--- src/include/bst_pkg.sv ---
// Constants for the boundary-scan instruction unit
package bst_pkg;
  localparam int IR_WIDTH = 10;
  localparam int USER_SIG_WIDTH = 32;
  localparam int ID_WIDTH = 32;
  localparam logic [9:0] OP_SAMPLE = 10'h005;
  localparam logic [9:0] OP_EXTEST = 10'h00F;
  localparam logic [9:0] OP_BYPASS = 10'h3FF;
  localparam logic [9:0] OP_USERSIG = 10'h007;
  localparam logic [9:0] OP_IDENT = 10'h006;
  localparam logic [9:0] OP_FLOAT = 10'h00B;
  localparam logic [9:0] OP_CLAMP = 10'h00A;
  localparam logic [9:0] OP_USER_A = 10'h00C;
  localparam logic [9:0] OP_USER_B = 10'h00E;
  localparam logic [9:0] IR_CAPTURE_VAL = 10'h001;
  localparam logic [9:0] IR_RESET_VAL = OP_IDENT;
  localparam logic [31:0] USER_SIG_DEFAULT = 32'hFFFFFFFF;
  // Arbitrary neutral identity values
  localparam logic [3:0] ID_VERSION = 4'h1;
  localparam logic [15:0] ID_PART = 16'h1234;
  localparam logic [10:0] ID_MAKER = 11'h055;
  localparam int BSR_SMALL = 240;
  localparam int BSR_MID = 480;
  localparam int BSR_LARGE_A = 636;
  localparam int BSR_LARGE_B = 816;
  typedef enum logic [3:0] {
    TL_RESET, RUN_IDLE, SEL_DR, CAP_DR, SH_DR, EX1_DR, PA_DR, EX2_DR, UPD_DR,
    SEL_IR, CAP_IR, SH_IR, EX1_IR, PA_IR, EX2_IR, UPD_IR
  } bst_tap_t;
  typedef enum logic [2:0] {
    PATH_BYPASS, PATH_IDENT, PATH_USERSIG, PATH_BSR, PATH_USER_A, PATH_USER_B
  } bst_path_t;
endpackage

--- src/rtl/bst_skid.sv ---
// Two-entry valid/ready buffer for the shifted-out data bit
module bst_skid import bst_pkg::*; (
  input wire logic sys_clk, // System clock
  input wire logic reset_n, // Async reset, active low
  input wire logic clkEn, // Clock enable
  input wire logic inValid, // Producer has a bit
  output logic inReady, // Buffer can take a bit
  input wire logic inData, // Bit in
  output logic outValid, // Buffer holds a bit
  input wire logic outReady, // Consumer takes a bit
  output logic outData // Oldest bit
);
  logic [1:0] mem_q;
  logic [1:0] count_q;
  logic rdPtr_q;
  logic wrPtr_q;
  logic push;
  logic pop;

  assign inReady = (count_q != 2'h2);
  assign outValid = (count_q != 2'h0);
  assign outData = mem_q[rdPtr_q];
  assign push = inValid && inReady;
  assign pop = outValid && outReady;

  always_ff @(posedge sys_clk or negedge reset_n) begin
    if (!reset_n) begin
      mem_q <= 2'h0;
      wrPtr_q <= 1'b0;
    end else if (clkEn && push) begin
      mem_q[wrPtr_q] <= inData;
      wrPtr_q <= ~wrPtr_q;
    end
  end

  always_ff @(posedge sys_clk or negedge reset_n) begin
    if (!reset_n) begin
      rdPtr_q <= 1'b0;
      count_q <= 2'h0;
    end else if (clkEn) begin
      if (pop) begin
        rdPtr_q <= ~rdPtr_q;
      end
      count_q <= count_q + {1'b0, push} - {1'b0, pop};
    end
  end
endmodule

--- src/rtl/bst_tap_unit.sv ---
// Boundary-scan test access port with instruction decode
// Functional notes
// - Instruction register ten bits, shifted serially
// - Sample/preload captures pins, preloads pattern
// - Extest drives register, captures input pins
// - Bypass puts one-bit register in path
// - User signature register, 32 bits, shifted out
// - Unset user signature reads all ones
// - Identification opcode shifts identity value out
// - Float instruction: bypass path, pins tri-stated
// - Clamp: bypass path, pins hold register
// - Two user opcodes route external chains
// - Test modes leave pull-ups, bus-hold alone
// - Port active with core supply alone
// - Boundary register length set per variant
// - Programming instructions share this port
// - Identity: version, part, maker, LSB one
// - User chains expose controller state, signals
module bst_tap_unit import bst_pkg::*; #(
  parameter int BSR_LEN = BSR_SMALL,
  parameter logic [31:0] USER_SIG_VALUE = USER_SIG_DEFAULT
) (
  input wire logic sys_clk, // System clock, 200 MHz
  input wire logic reset_n, // Async reset, active low
  input wire logic clkEn, // Freezes all state when low
  input wire logic testClk, // Test clock pin
  input wire logic modeSel, // Test mode select pin
  input wire logic testDataIn, // Test data input pin
  output logic testDataOut, // Test data output pin
  output logic testDataOutEn, // Output enable for test data out
  input wire logic [BSR_LEN-1:0] pinIn, // Levels seen at device pins
  input wire logic [BSR_LEN-1:0] coreOut, // Core logic output levels
  input wire logic [BSR_LEN-1:0] coreOutEn, // Core logic output enables
  input wire logic pullKeepIn, // Configured pull-up and bus-hold
  output logic [BSR_LEN-1:0] pinOut, // Levels driven to pins
  output logic [BSR_LEN-1:0] pinOutEn, // Pin drive enables
  output logic pullKeepOut, // Pull-up and bus-hold enable
  output logic [9:0] activeInstr, // Current instruction
  output logic userSelA, // First user chain selected
  output logic userSelB, // Second user chain selected
  output logic [3:0] userTapState, // Controller state for user logic
  output logic userTdi, // Test data in for user logic
  output logic userCapture, // Capture-DR pulse for user chain
  output logic userShift, // Shift-DR pulse for user chain
  output logic userUpdate, // Update-DR pulse for user chain
  input wire logic userTdo, // Serial return from user chain
  input wire logic downReady // Sink of test data out is ready
);
  logic [1:0] tckSync_q;
  logic [1:0] tmsSync_q;
  logic [1:0] tdiSync_q;
  logic [1:0] utdoSync_q;
  logic [BSR_LEN-1:0] pinMeta_q;
  logic [BSR_LEN-1:0] pinSync_q;
  logic tckPrev_q;
  logic tckRise;
  logic tckFall;
  bst_tap_t state_q;
  bst_tap_t state_d;
  logic [IR_WIDTH-1:0] irShift_q;
  logic [IR_WIDTH-1:0] ir_q;
  logic bypass_q;
  logic [ID_WIDTH-1:0] idShift_q;
  logic [USER_SIG_WIDTH-1:0] sigShift_q;
  logic [BSR_LEN-1:0] bsrShift_q;
  logic [BSR_LEN-1:0] bsrHold_q;
  bst_path_t path;
  logic serialBit;
  logic bufValid;
  logic bufData;
  logic bufInReady;
  logic tdoDrive;
  logic [ID_WIDTH-1:0] identity;
  logic [BSR_LEN-1:0] capVal;

  assign identity = {ID_VERSION, ID_PART, ID_MAKER, 1'b1};
  assign tckRise = tckSync_q[1] && !tckPrev_q;
  assign tckFall = !tckSync_q[1] && tckPrev_q;

  // Pin inputs pass two flops; port stays live on core power alone
  always_ff @(posedge sys_clk or negedge reset_n) begin
    if (!reset_n) begin
      tckSync_q <= 2'h0;
      tmsSync_q <= 2'h3;
      tdiSync_q <= 2'h3;
      utdoSync_q <= 2'h0;
      pinMeta_q <= '0;
      pinSync_q <= '0;
      tckPrev_q <= 1'b0;
    end else if (clkEn) begin
      tckSync_q <= {tckSync_q[0], testClk};
      tmsSync_q <= {tmsSync_q[0], modeSel};
      tdiSync_q <= {tdiSync_q[0], testDataIn};
      utdoSync_q <= {utdoSync_q[0], userTdo};
      pinMeta_q <= pinIn;
      pinSync_q <= pinMeta_q;
      tckPrev_q <= tckSync_q[1];
    end
  end

  always_comb begin
    state_d = state_q;
    case (state_q)
      TL_RESET: state_d = tmsSync_q[1] ? TL_RESET : RUN_IDLE;
      RUN_IDLE: state_d = tmsSync_q[1] ? SEL_DR : RUN_IDLE;
      SEL_DR: state_d = tmsSync_q[1] ? SEL_IR : CAP_DR;
      CAP_DR: state_d = tmsSync_q[1] ? EX1_DR : SH_DR;
      SH_DR: state_d = tmsSync_q[1] ? EX1_DR : SH_DR;
      EX1_DR: state_d = tmsSync_q[1] ? UPD_DR : PA_DR;
      PA_DR: state_d = tmsSync_q[1] ? EX2_DR : PA_DR;
      EX2_DR: state_d = tmsSync_q[1] ? UPD_DR : SH_DR;
      UPD_DR: state_d = tmsSync_q[1] ? SEL_DR : RUN_IDLE;
      SEL_IR: state_d = tmsSync_q[1] ? TL_RESET : CAP_IR;
      CAP_IR: state_d = tmsSync_q[1] ? EX1_IR : SH_IR;
      SH_IR: state_d = tmsSync_q[1] ? EX1_IR : SH_IR;
      EX1_IR: state_d = tmsSync_q[1] ? UPD_IR : PA_IR;
      PA_IR: state_d = tmsSync_q[1] ? EX2_IR : PA_IR;
      EX2_IR: state_d = tmsSync_q[1] ? UPD_IR : SH_IR;
      UPD_IR: state_d = tmsSync_q[1] ? SEL_DR : RUN_IDLE;
      default: state_d = TL_RESET;
    endcase
  end

  always_ff @(posedge sys_clk or negedge reset_n) begin
    if (!reset_n) begin
      state_q <= TL_RESET;
    end else if (clkEn && tckRise) begin
      state_q <= state_d;
    end
  end

  // Instruction shift and update
  always_ff @(posedge sys_clk or negedge reset_n) begin
    if (!reset_n) begin
      irShift_q <= IR_CAPTURE_VAL;
      ir_q <= IR_RESET_VAL;
    end else if (clkEn && tckRise) begin
      if (state_q == TL_RESET) begin
        ir_q <= IR_RESET_VAL;
      end else if (state_q == CAP_IR) begin
        irShift_q <= IR_CAPTURE_VAL;
      end else if (state_q == SH_IR) begin
        irShift_q <= {tdiSync_q[1], irShift_q[IR_WIDTH-1:1]};
      end else if (state_q == UPD_IR) begin
        ir_q <= irShift_q;
      end
    end
  end

  always_comb begin
    case (ir_q)
      OP_IDENT: path = PATH_IDENT;
      OP_USERSIG: path = PATH_USERSIG;
      OP_SAMPLE: path = PATH_BSR;
      OP_EXTEST: path = PATH_BSR;
      OP_USER_A: path = PATH_USER_A;
      OP_USER_B: path = PATH_USER_B;
      OP_FLOAT: path = PATH_BYPASS;
      OP_CLAMP: path = PATH_BYPASS;
      default: path = PATH_BYPASS;
    endcase
  end

  // Extest captures pins; sample also captures pins in normal mode
  assign capVal = pinSync_q;

  // Data registers
  always_ff @(posedge sys_clk or negedge reset_n) begin
    if (!reset_n) begin
      bypass_q <= 1'b0;
      idShift_q <= '0;
      sigShift_q <= '0;
      bsrShift_q <= '0;
    end else if (clkEn && tckRise) begin
      if (state_q == CAP_DR) begin
        bypass_q <= 1'b0;
        idShift_q <= identity;
        sigShift_q <= USER_SIG_VALUE;
        if (path == PATH_BSR) begin
          bsrShift_q <= capVal;
        end
      end else if (state_q == SH_DR) begin
        bypass_q <= tdiSync_q[1];
        idShift_q <= {tdiSync_q[1], idShift_q[ID_WIDTH-1:1]};
        sigShift_q <= {tdiSync_q[1], sigShift_q[USER_SIG_WIDTH-1:1]};
        if (path == PATH_BSR) begin
          bsrShift_q <= {tdiSync_q[1], bsrShift_q[BSR_LEN-1:1]};
        end
      end
    end
  end

  always_ff @(posedge sys_clk or negedge reset_n) begin
    if (!reset_n) begin
      bsrHold_q <= '0;
    end else if (clkEn && tckRise && state_q == UPD_DR && path == PATH_BSR) begin
      bsrHold_q <= bsrShift_q;
    end
  end

  always_comb begin
    case (state_q)
      SH_IR: serialBit = irShift_q[0];
      SH_DR: begin
        case (path)
          PATH_IDENT: serialBit = idShift_q[0];
          PATH_USERSIG: serialBit = sigShift_q[0];
          PATH_BSR: serialBit = bsrShift_q[0];
          PATH_USER_A: serialBit = utdoSync_q[1];
          PATH_USER_B: serialBit = utdoSync_q[1];
          default: serialBit = bypass_q;
        endcase
      end
      default: serialBit = 1'b0;
    endcase
  end

  assign tdoDrive = (state_q == SH_IR) || (state_q == SH_DR);

  // Output bit queued on falling edge, drained into the pin flop
  bst_skid u_skid (
    .sys_clk(sys_clk),
    .reset_n(reset_n),
    .clkEn(clkEn),
    .inValid(tckFall && tdoDrive),
    .inReady(bufInReady),
    .inData(serialBit),
    .outValid(bufValid),
    .outReady(downReady),
    .outData(bufData)
  );

  always_ff @(posedge sys_clk or negedge reset_n) begin
    if (!reset_n) begin
      testDataOut <= 1'b0;
      testDataOutEn <= 1'b0;
    end else if (clkEn) begin
      if (bufValid && downReady) begin
        testDataOut <= bufData;
      end
      if (tckFall) begin
        testDataOutEn <= tdoDrive && bufInReady;
      end
    end
  end

  // Pin control per instruction
  always_ff @(posedge sys_clk or negedge reset_n) begin
    if (!reset_n) begin
      pinOut <= '0;
      pinOutEn <= '0;
      pullKeepOut <= 1'b0;
      activeInstr <= IR_RESET_VAL;
    end else if (clkEn) begin
      activeInstr <= ir_q;
      pullKeepOut <= pullKeepIn;
      case (ir_q)
        OP_EXTEST, OP_CLAMP: begin
          pinOut <= bsrHold_q;
          pinOutEn <= '1;
        end
        OP_FLOAT: begin
          pinOut <= '0;
          pinOutEn <= '0;
        end
        default: begin
          pinOut <= coreOut;
          pinOutEn <= coreOutEn;
        end
      endcase
    end
  end

  // User chain exposure
  always_ff @(posedge sys_clk or negedge reset_n) begin
    if (!reset_n) begin
      userSelA <= 1'b0;
      userSelB <= 1'b0;
      userTapState <= 4'h0;
      userTdi <= 1'b0;
      userCapture <= 1'b0;
      userShift <= 1'b0;
      userUpdate <= 1'b0;
    end else if (clkEn) begin
      userSelA <= (path == PATH_USER_A);
      userSelB <= (path == PATH_USER_B);
      userTapState <= state_q;
      userTdi <= tdiSync_q[1];
      userCapture <= tckRise && state_q == CAP_DR;
      userShift <= tckRise && state_q == SH_DR;
      userUpdate <= tckRise && state_q == UPD_DR;
    end
  end
endmodule

--- config.mk ---
export PLATFORM = sky130hd
export DESIGN_NAME = bst_tap_unit
export DESIGN_NICKNAME = d
export VERILOG_FILES = /design/src/include/bst_pkg.sv /design/src/rtl/bst_skid.sv /design/src/rtl/bst_tap_unit.sv
export SDC_FILE = /design/constraint.sdc
export NUM_CORES = 2
export LEC_CHECK = 0
export BUFFER_PORTS_ARGS = -buffer_cell sky130_fd_sc_hd__buf_4
export CAP_MARGIN = 20
export CELL_PAD_IN_SITES_DETAIL_PLACEMENT = 1
export CELL_PAD_IN_SITES_GLOBAL_PLACEMENT = 1
export CORE_AREA = 2 2 477 479
export CTS_CLUSTER_SIZE = 30
export DETAILED_ROUTE_END_ITERATION = 16
export DIE_AREA = 0 0 479 481
export GPL_TIMING_DRIVEN = 0
export PLACE_DENSITY_LB_ADDON = 0.1
export SYNTH_ARGS = -nofsm -noshare
export SYNTH_HDL_FRONTEND = slang
export SYNTH_SLANG_ARGS = --single-unit
--- constraint.sdc ---
create_clock -name sys_clk -period 2.3 [get_ports sys_clk]
set_clock_uncertainty 0.15 [all_clocks]
set_input_delay 0.115 -clock sys_clk [delete_from_list [all_inputs] [get_ports sys_clk]]
set_output_delay 0.115 -clock sys_clk [all_outputs]
set_load 0.03 [all_outputs]
# Word-level counts from Yosys, hierarchy flattened
# Memories as Yosys holds them, arrays and structs flattened.
# Index checks and enable logic that the tools add are counted.
# op_classes
add_sub_neg	2
n_mul	0
n_div	0
n_lt_le_gt_ge	3
eq_ne	28
shifts	0
n_mux	39
n_bitwise	3
reduce_logical	34
# ops
cell	count
$mux 240	4
$pmux 240 s2	2
$mux 32	4
$mux 10	6
$pmux 4 s12	1
$eq 4x4->1 const B	8
$eq 10x4->1 const B	3
$eq 4x3->1 const B	4
$mux 4	4
$logic_and 1x1->1	14
$ne 2x2->1 const B	5
$mux 3	3
$eq 4x2->1 const B	2
$mux 1	8
$reduce_and 4->1	2
$reduce_bool 2->1	4
$reduce_or 2->1	4
$eq 3x2->1 const B	2
$eq 3x3->1 const B	2
$logic_not 6->1	1
$mux 2	3
$reduce_and 2->1	3
$eq 4x1->1 const B	1
$logic_not 4->1	1
other kinds (14)	18
# word_totals
reg_bits	1567
latch_bits	0
mem_bits_rw	0
mem_bits_ro	48
output_inout_bits	503
wordCells	142
mem_count	1
# memory_table
name	words	width	rd	rd_ports_with_merged_regs	write_ports	line	rtl
(no name shown)	16	3	1	0	0	bst_tap_unit.sv:151	case (ir_q)

# Longest topological paths before layout
# logic_depth
ltp_word	7
mapped_depth	10

# By module
# Synthesis repeated with hierarchy kept, for this count alone.
# hier_totals
cells_unflattened	5205
area_unflattened_um2	62885.3
# modules_own_cells
module	instances	cells_per_inst	area_per_inst_um2	seq_area_each_um2
bst_tap_unit	1	5179	62566.3	39048.7
bst_skid	1	26	319.1	150.1

# Worst setup path after synthesis
# OpenSTA, ideal clock, no wires.
# synth_timing
path_type	reg2reg
startpoint	register ir_q[1]
endpoint	register bsrHold_q[39]
setup_ps	125
arrival_ps	2170
required_time_ps	2025
slack_ps	-144
path_stages_with_launch	8
n_path_buf	2
synth_period_minus_slack_ps	2444
path_cell_list	dfstp_2 > ha_1 > nor2_1 > a31oi_1 > nor4b_4 > buf_2 > buf_2 > mux2_2
# synth_via
elab_chain_len	4
# synth_lines
item	line	rtl
start, declared	bst_tap_unit.sv:61	logic [IR_WIDTH-1:0] ir_q;
start signal, assigned	bst_tap_unit.sv:145	ir_q <= irShift_q;
$mem_v2 16x3	-	
$mux 3	bst_tap_unit.sv:151	
$eq 3x2->1	bst_tap_unit.sv:196	end else if (clkEn && tckRise && state_q == UPD_DR && path == PATH_BSR) begin
$logic_and 1x1->1	bst_tap_unit.sv:196	
end signal, assigned	bst_tap_unit.sv:197	bsrHold_q <= bsrShift_q;
end, declared	bst_tap_unit.sv:66	logic [BSR_LEN-1:0] bsrHold_q;
# No other way between the ends.
# A chain may end at the register's enable or synchronous reset.

# Worst setup path in the final report
# layout_timing
startpoint	register state_q[3]
endpoint	register bsrShift_q[92]
# layout_via
elab_chain_len	3
# layout_lines
item	line	rtl
start, declared	bst_tap_unit.sv:58	bst_tap_t state_q;
start signal, assigned	bst_tap_unit.sv:128	state_q <= state_d;
$eq 4x3->1 / $eq 4x2->1 (equally long branches)	bst_tap_unit.sv:182, bst_tap_unit.sv:175	
$ne 2x2->1 (no source line) / $reduce_bool 2->1 (equally long branches)	-	
$reduce_and 4->1 (no source line)	-	
end signal, assigned	bst_tap_unit.sv:180	bsrShift_q <= capVal;
end signal, assigned	bst_tap_unit.sv:187	bsrShift_q <= {tdiSync_q[1], bsrShift_q[BSR_LEN-1:1]};
end, declared	bst_tap_unit.sv:65	logic [BSR_LEN-1:0] bsrShift_q;
# Several ways; a longest one is shown, not always the timed one.

==> impl_summary.md <==
Run status
The flow ran to the end, but the final reports show violations. The checks that failed: negative hold slack, negative setup slack.

Critical path
The arrival time reported for the critical path endpoint is about 3.2 ns. The worst setup path is captured at a flop. The worst setup path is of the flop to flop kind. Measured in cells, the most critical reg-to-reg path has a length of 10. The highest net fanout along the worst path is 7. The data required time of the worst path is between 2 and 3 ns. The kind of start point of the critical path is a flop.

Floorplanning
The die span in y is 481 um. The floorplan has 175 rows. The number of primary I/O pins is 1232. For this configuration, the core starts out at a cell density of 27.8%. The die covers 0.230 mm^2.

From left edge to right edge, the die measures 479 um. After floorplanning, the core was sized to cover about 0.23 mm^2.

Place
The count of buffers inserted at the top-level ports is roughly 1200. Routability-driven placement finished with a final weighted congestion of 0.876. The estimated wirelength of the detail-placed design is approximately 200000 um. After detailed placement, the total cell area comes to 0.0765 mm^2.

The placed cell count is 9469.

Timing
Setup repair after global routing could not meet its margin everywhere. In the final timing run, aggregate negative setup slack is -213.81 ns. Timing would allow up to 377 MHz. The max-slew violation total from the final report is 0. The total count of hold-check failures in the final report was 264. The relative slew slack is 17.6%.

The minimum period implied by the final worst setup slack is between 2 and 3 ns. On the final layout, the worst hold slack is -0.572 ns. Of the available clock period, the critical path in the final layout requires 115%.

The number of setup violations in the final report is 972. At the pin with the least slew margin, the transition time is 1.24 ns. In the post-route analysis, the smallest setup slack over all paths is -0.356 ns.

Run
The number of maximum-capacitance constraint violations is 0.

Yosys
The largest area contributor in the synthesized netlist is dfrtp_1. In the synthesized netlist the dominant register cell turns out to be dfrtp_1. For this run, the register share of the synthesized area comes to 62.4%.

The count of cell types in the netlist is 54. The total nets after synthesis is 5942. Summed over its instances, the top area cell type makes up 62.0% of the synthesized netlist area. Synthesis produced a netlist whose cell count is 5209.

The synthesized design contains about 1600 register bits. Counting flops with an async set or reset pin after synthesis yields a share of 100%. The count of flip-flops with a built-in enable after synthesis is 0.

Averaged over all synthesized cells, the footprint is 12.1 um^2. The number of synthesis warnings is 0. The cell area after technology mapping is 0.0628 mm^2. Sorting the synthesized cells by area gives the leading types as dfrtp_1 (62%), mux2_2 (11%), nor2_1 (4.4%).

Power
The power per cell area is 747 mW/mm^2. Overall power consumption after layout is estimated at 74.9 mW. The leakage power is 44.0 nW. The worst supply voltage drop on vdd is just over 700 uV.

Drt
In the routed design, unresolved DRC markers number 0. Dividing the detail-routed via count by the number of cells gives 4.74. The routed layout has 53500 vias. The count of nets left with antenna violations once routing finished came out at 0. After detailed routing, the average wire length per cell comes to 24.5 um. The pre-antenna-repair detailed-routing pass consisted of 5 iterations. The number of design-rule violations left by the first detailed-router iteration is 2794. The final layout contains routed wiring with a total length of 276000 um.

Clock network
The total number of clock tree sinks is 1566. The clock edge transition at the registers on the reported setup and hold paths is 0.06 ns. The maximum number of buffers from clock root to sink is 3. TritonCTS built the clock tree. The root buffer cell chosen for the clock tree is clkbuf_16. The source-to-sink clock delay at the later pin of the worst-skew pair is 0.83 ns.

Counting the buffers created by CTS gives ~190. The number of levels the H-tree was split into is 4.

Finish
The most common cell after layout, fill and taps aside is dfrtp_1. The count of placed standard cells in the final layout, fillers left out is approximately 11000. For this run, the share of the core covered by cells in the final layout is 44.4%. In the layout the commonest cells are dfrtp_1 (1555), dlygate4sd3_1 (1346), buf_4 (1255), nor2_1 (734), mux2_2 (636). Compared with the post-synthesis result, the final layout area differs by 59.6%.

Of the cells placed in the final design, the portion with a size suffix greater than 1 is between 30% and 40%. The final net count is ~9000. The final cell area excluding filler cells is 0.100 mm^2.

Worst hold path
The class of the tightest hold or removal check is input pin to asynchronous set/reset pin.

Global routing
In the global route stage, met3 resource usage came out at under 10%. The number of global-route vias before repair came to 57700. The most congested layer reported by global routing is met2.

The largest net degree at the start of global routing is 162. For this run the aggregate overflow at the end of global routing stands at 0. The overall fraction of global-route tracks in use is 23.3%. The met2 track demand over resource is a little under two fifths. Global routing consumed, on the met1 layer, approximately 31% of the routing resources.

The first global-routing pass estimated 402000 um of wire. The number of antenna violations at the first check in global routing is 92.
worst max-delay path: stages (launching register included):
cell	delay, ns
dfrtp_1	0.38
buf_6	0.13
and4bb_1	0.30
buf_12	0.13
o21ai_4	0.06
or4_4	0.63
buf_12	0.21
buf_16	0.18
clkbuf_16	0.17
nand2_1	0.06
o21ai_1	0.06
power breakdown:
part / total, mW / leakage, nW / internal (mW) / switching [mW]
logic: 13.8 / 21.7 / 6.47 / 7.32
clock network: 29.5 / 2.99 / 17.1 / 12.5
registers: 31.6 / 19.3 / 30.0 / 1.53
worst paths after layout:
kind                            slack [ns]                           to                       start
worst min-delay path                 -0.57          ir_q[6]$_DFFE_PN0P_                     reset_n
min in group sys_clk                  0.02    testDataOutEn$_DFFE_PN0P_                       clkEn
max in group asynchronous             0.02      pinOut[151]$_DFFE_PN0P_                     reset_n
worst max register to register       -0.36   bsrShift_q[92]$_DFFE_PN0P_      state_q[3]$_DFFE_PN0P_
worst max-delay path                 -0.36   bsrShift_q[92]$_DFFE_PN0P_      state_q[3]$_DFFE_PN0P_
worst min register to register        0.33  u_skid.mem_q[1]$_DFFE_PN0P_  u_skid.wrPtr_q$_DFFE_PN0P_
kinds of logic after synthesis:
group,after synthesis,synth area share [%]
AOI/OAI and AO/OA,1047,10.0
adders and majority gates,4,0.0797
xor gates and xnor gates,4,0.0558
buffers and inverters,417,2.79
DFF,1566,62.4
and+or+nand+nor,1184,7.43
muxes,987,17.2
through the flow:
stage / worst slack, ns / hold WS, ns
after global placement: -20.05 / 0.199
final: -0.356 / -0.572
after global routing: -0.439 / -0.618
after CTS: -0.344 / -0.993
after floorplan: -0.0197 / -0.331
after detailed placement: -1.77 / -0.191
synthesized netlist by cell type (all sizes together), types with 2 or more instances:
master	instances
nand3b	5
o2111ai	2
mux2	746
a211oi	2
nor2b	8
xnor2	3
buf	104
a221oi	240
a22o	28
ha	4
nor2	736
nor3b	2
and2	3
nand3	47
nor4b	3
a21o	3
clkbuf	304
o2bb2ai	2
nor4	2
dfrtp	1557
inv	9
mux2i	241
dfstp	9
nor3	5
nand2	362
a21oi	490
and3b	2
a31oi	4
nand4	3
o21ai	268
per-layer routing:
metal  vias up  part of all wire [%]
li1      24200                     -
met1     27500                    44
met2      1343                    47
met3       498                   5.2
met4        36                   4.2
met5         -                 0.080
final cells by class:
class | instances | area (um^2)
diodes | 51 | 128
plain buffers | 400 | 3080
clock buffers | 290 | 5560
clock inverters | 53 | 508
fillers | 24100 | 125000
inverters | 9 | 33.8
multi-input cells | 3226 | 23200
flip-flops and latches | 1566 | 39200
well taps | 3009 | 3760
repair buffers | 2683 | 24800
registers in the layout, summed over array words and instances (netlist names), 4 cells and up:
| name | count |
|---|---|
| pinOut | 240 |
| pinOutEn | 240 |
| pinMeta_q | 240 |
| state_q | 4 |
| sigShift_q | 32 |
| bsrHold_q | 240 |
| ir_q | 10 |
| idShift_q | 31 |
| bsrShift_q | 240 |
| capVal | 240 |
| userTapState | 4 |
| irShift_q | 10 |
| activeInstr | 10 |
timing repair:
action | 4_1_cts | 5_1_grt
pin swaps | 59 | 13
endpoints found under the hold margin | 1065 | 425
gates resized for setup | 484 | 225
setup endpoints to repair | 1294 | 1486
gates cloned | 23 | 10
hold buffers | 1346 | 5
buffers inserted | 41 | 9
Power figures use the tool's default switching activity.
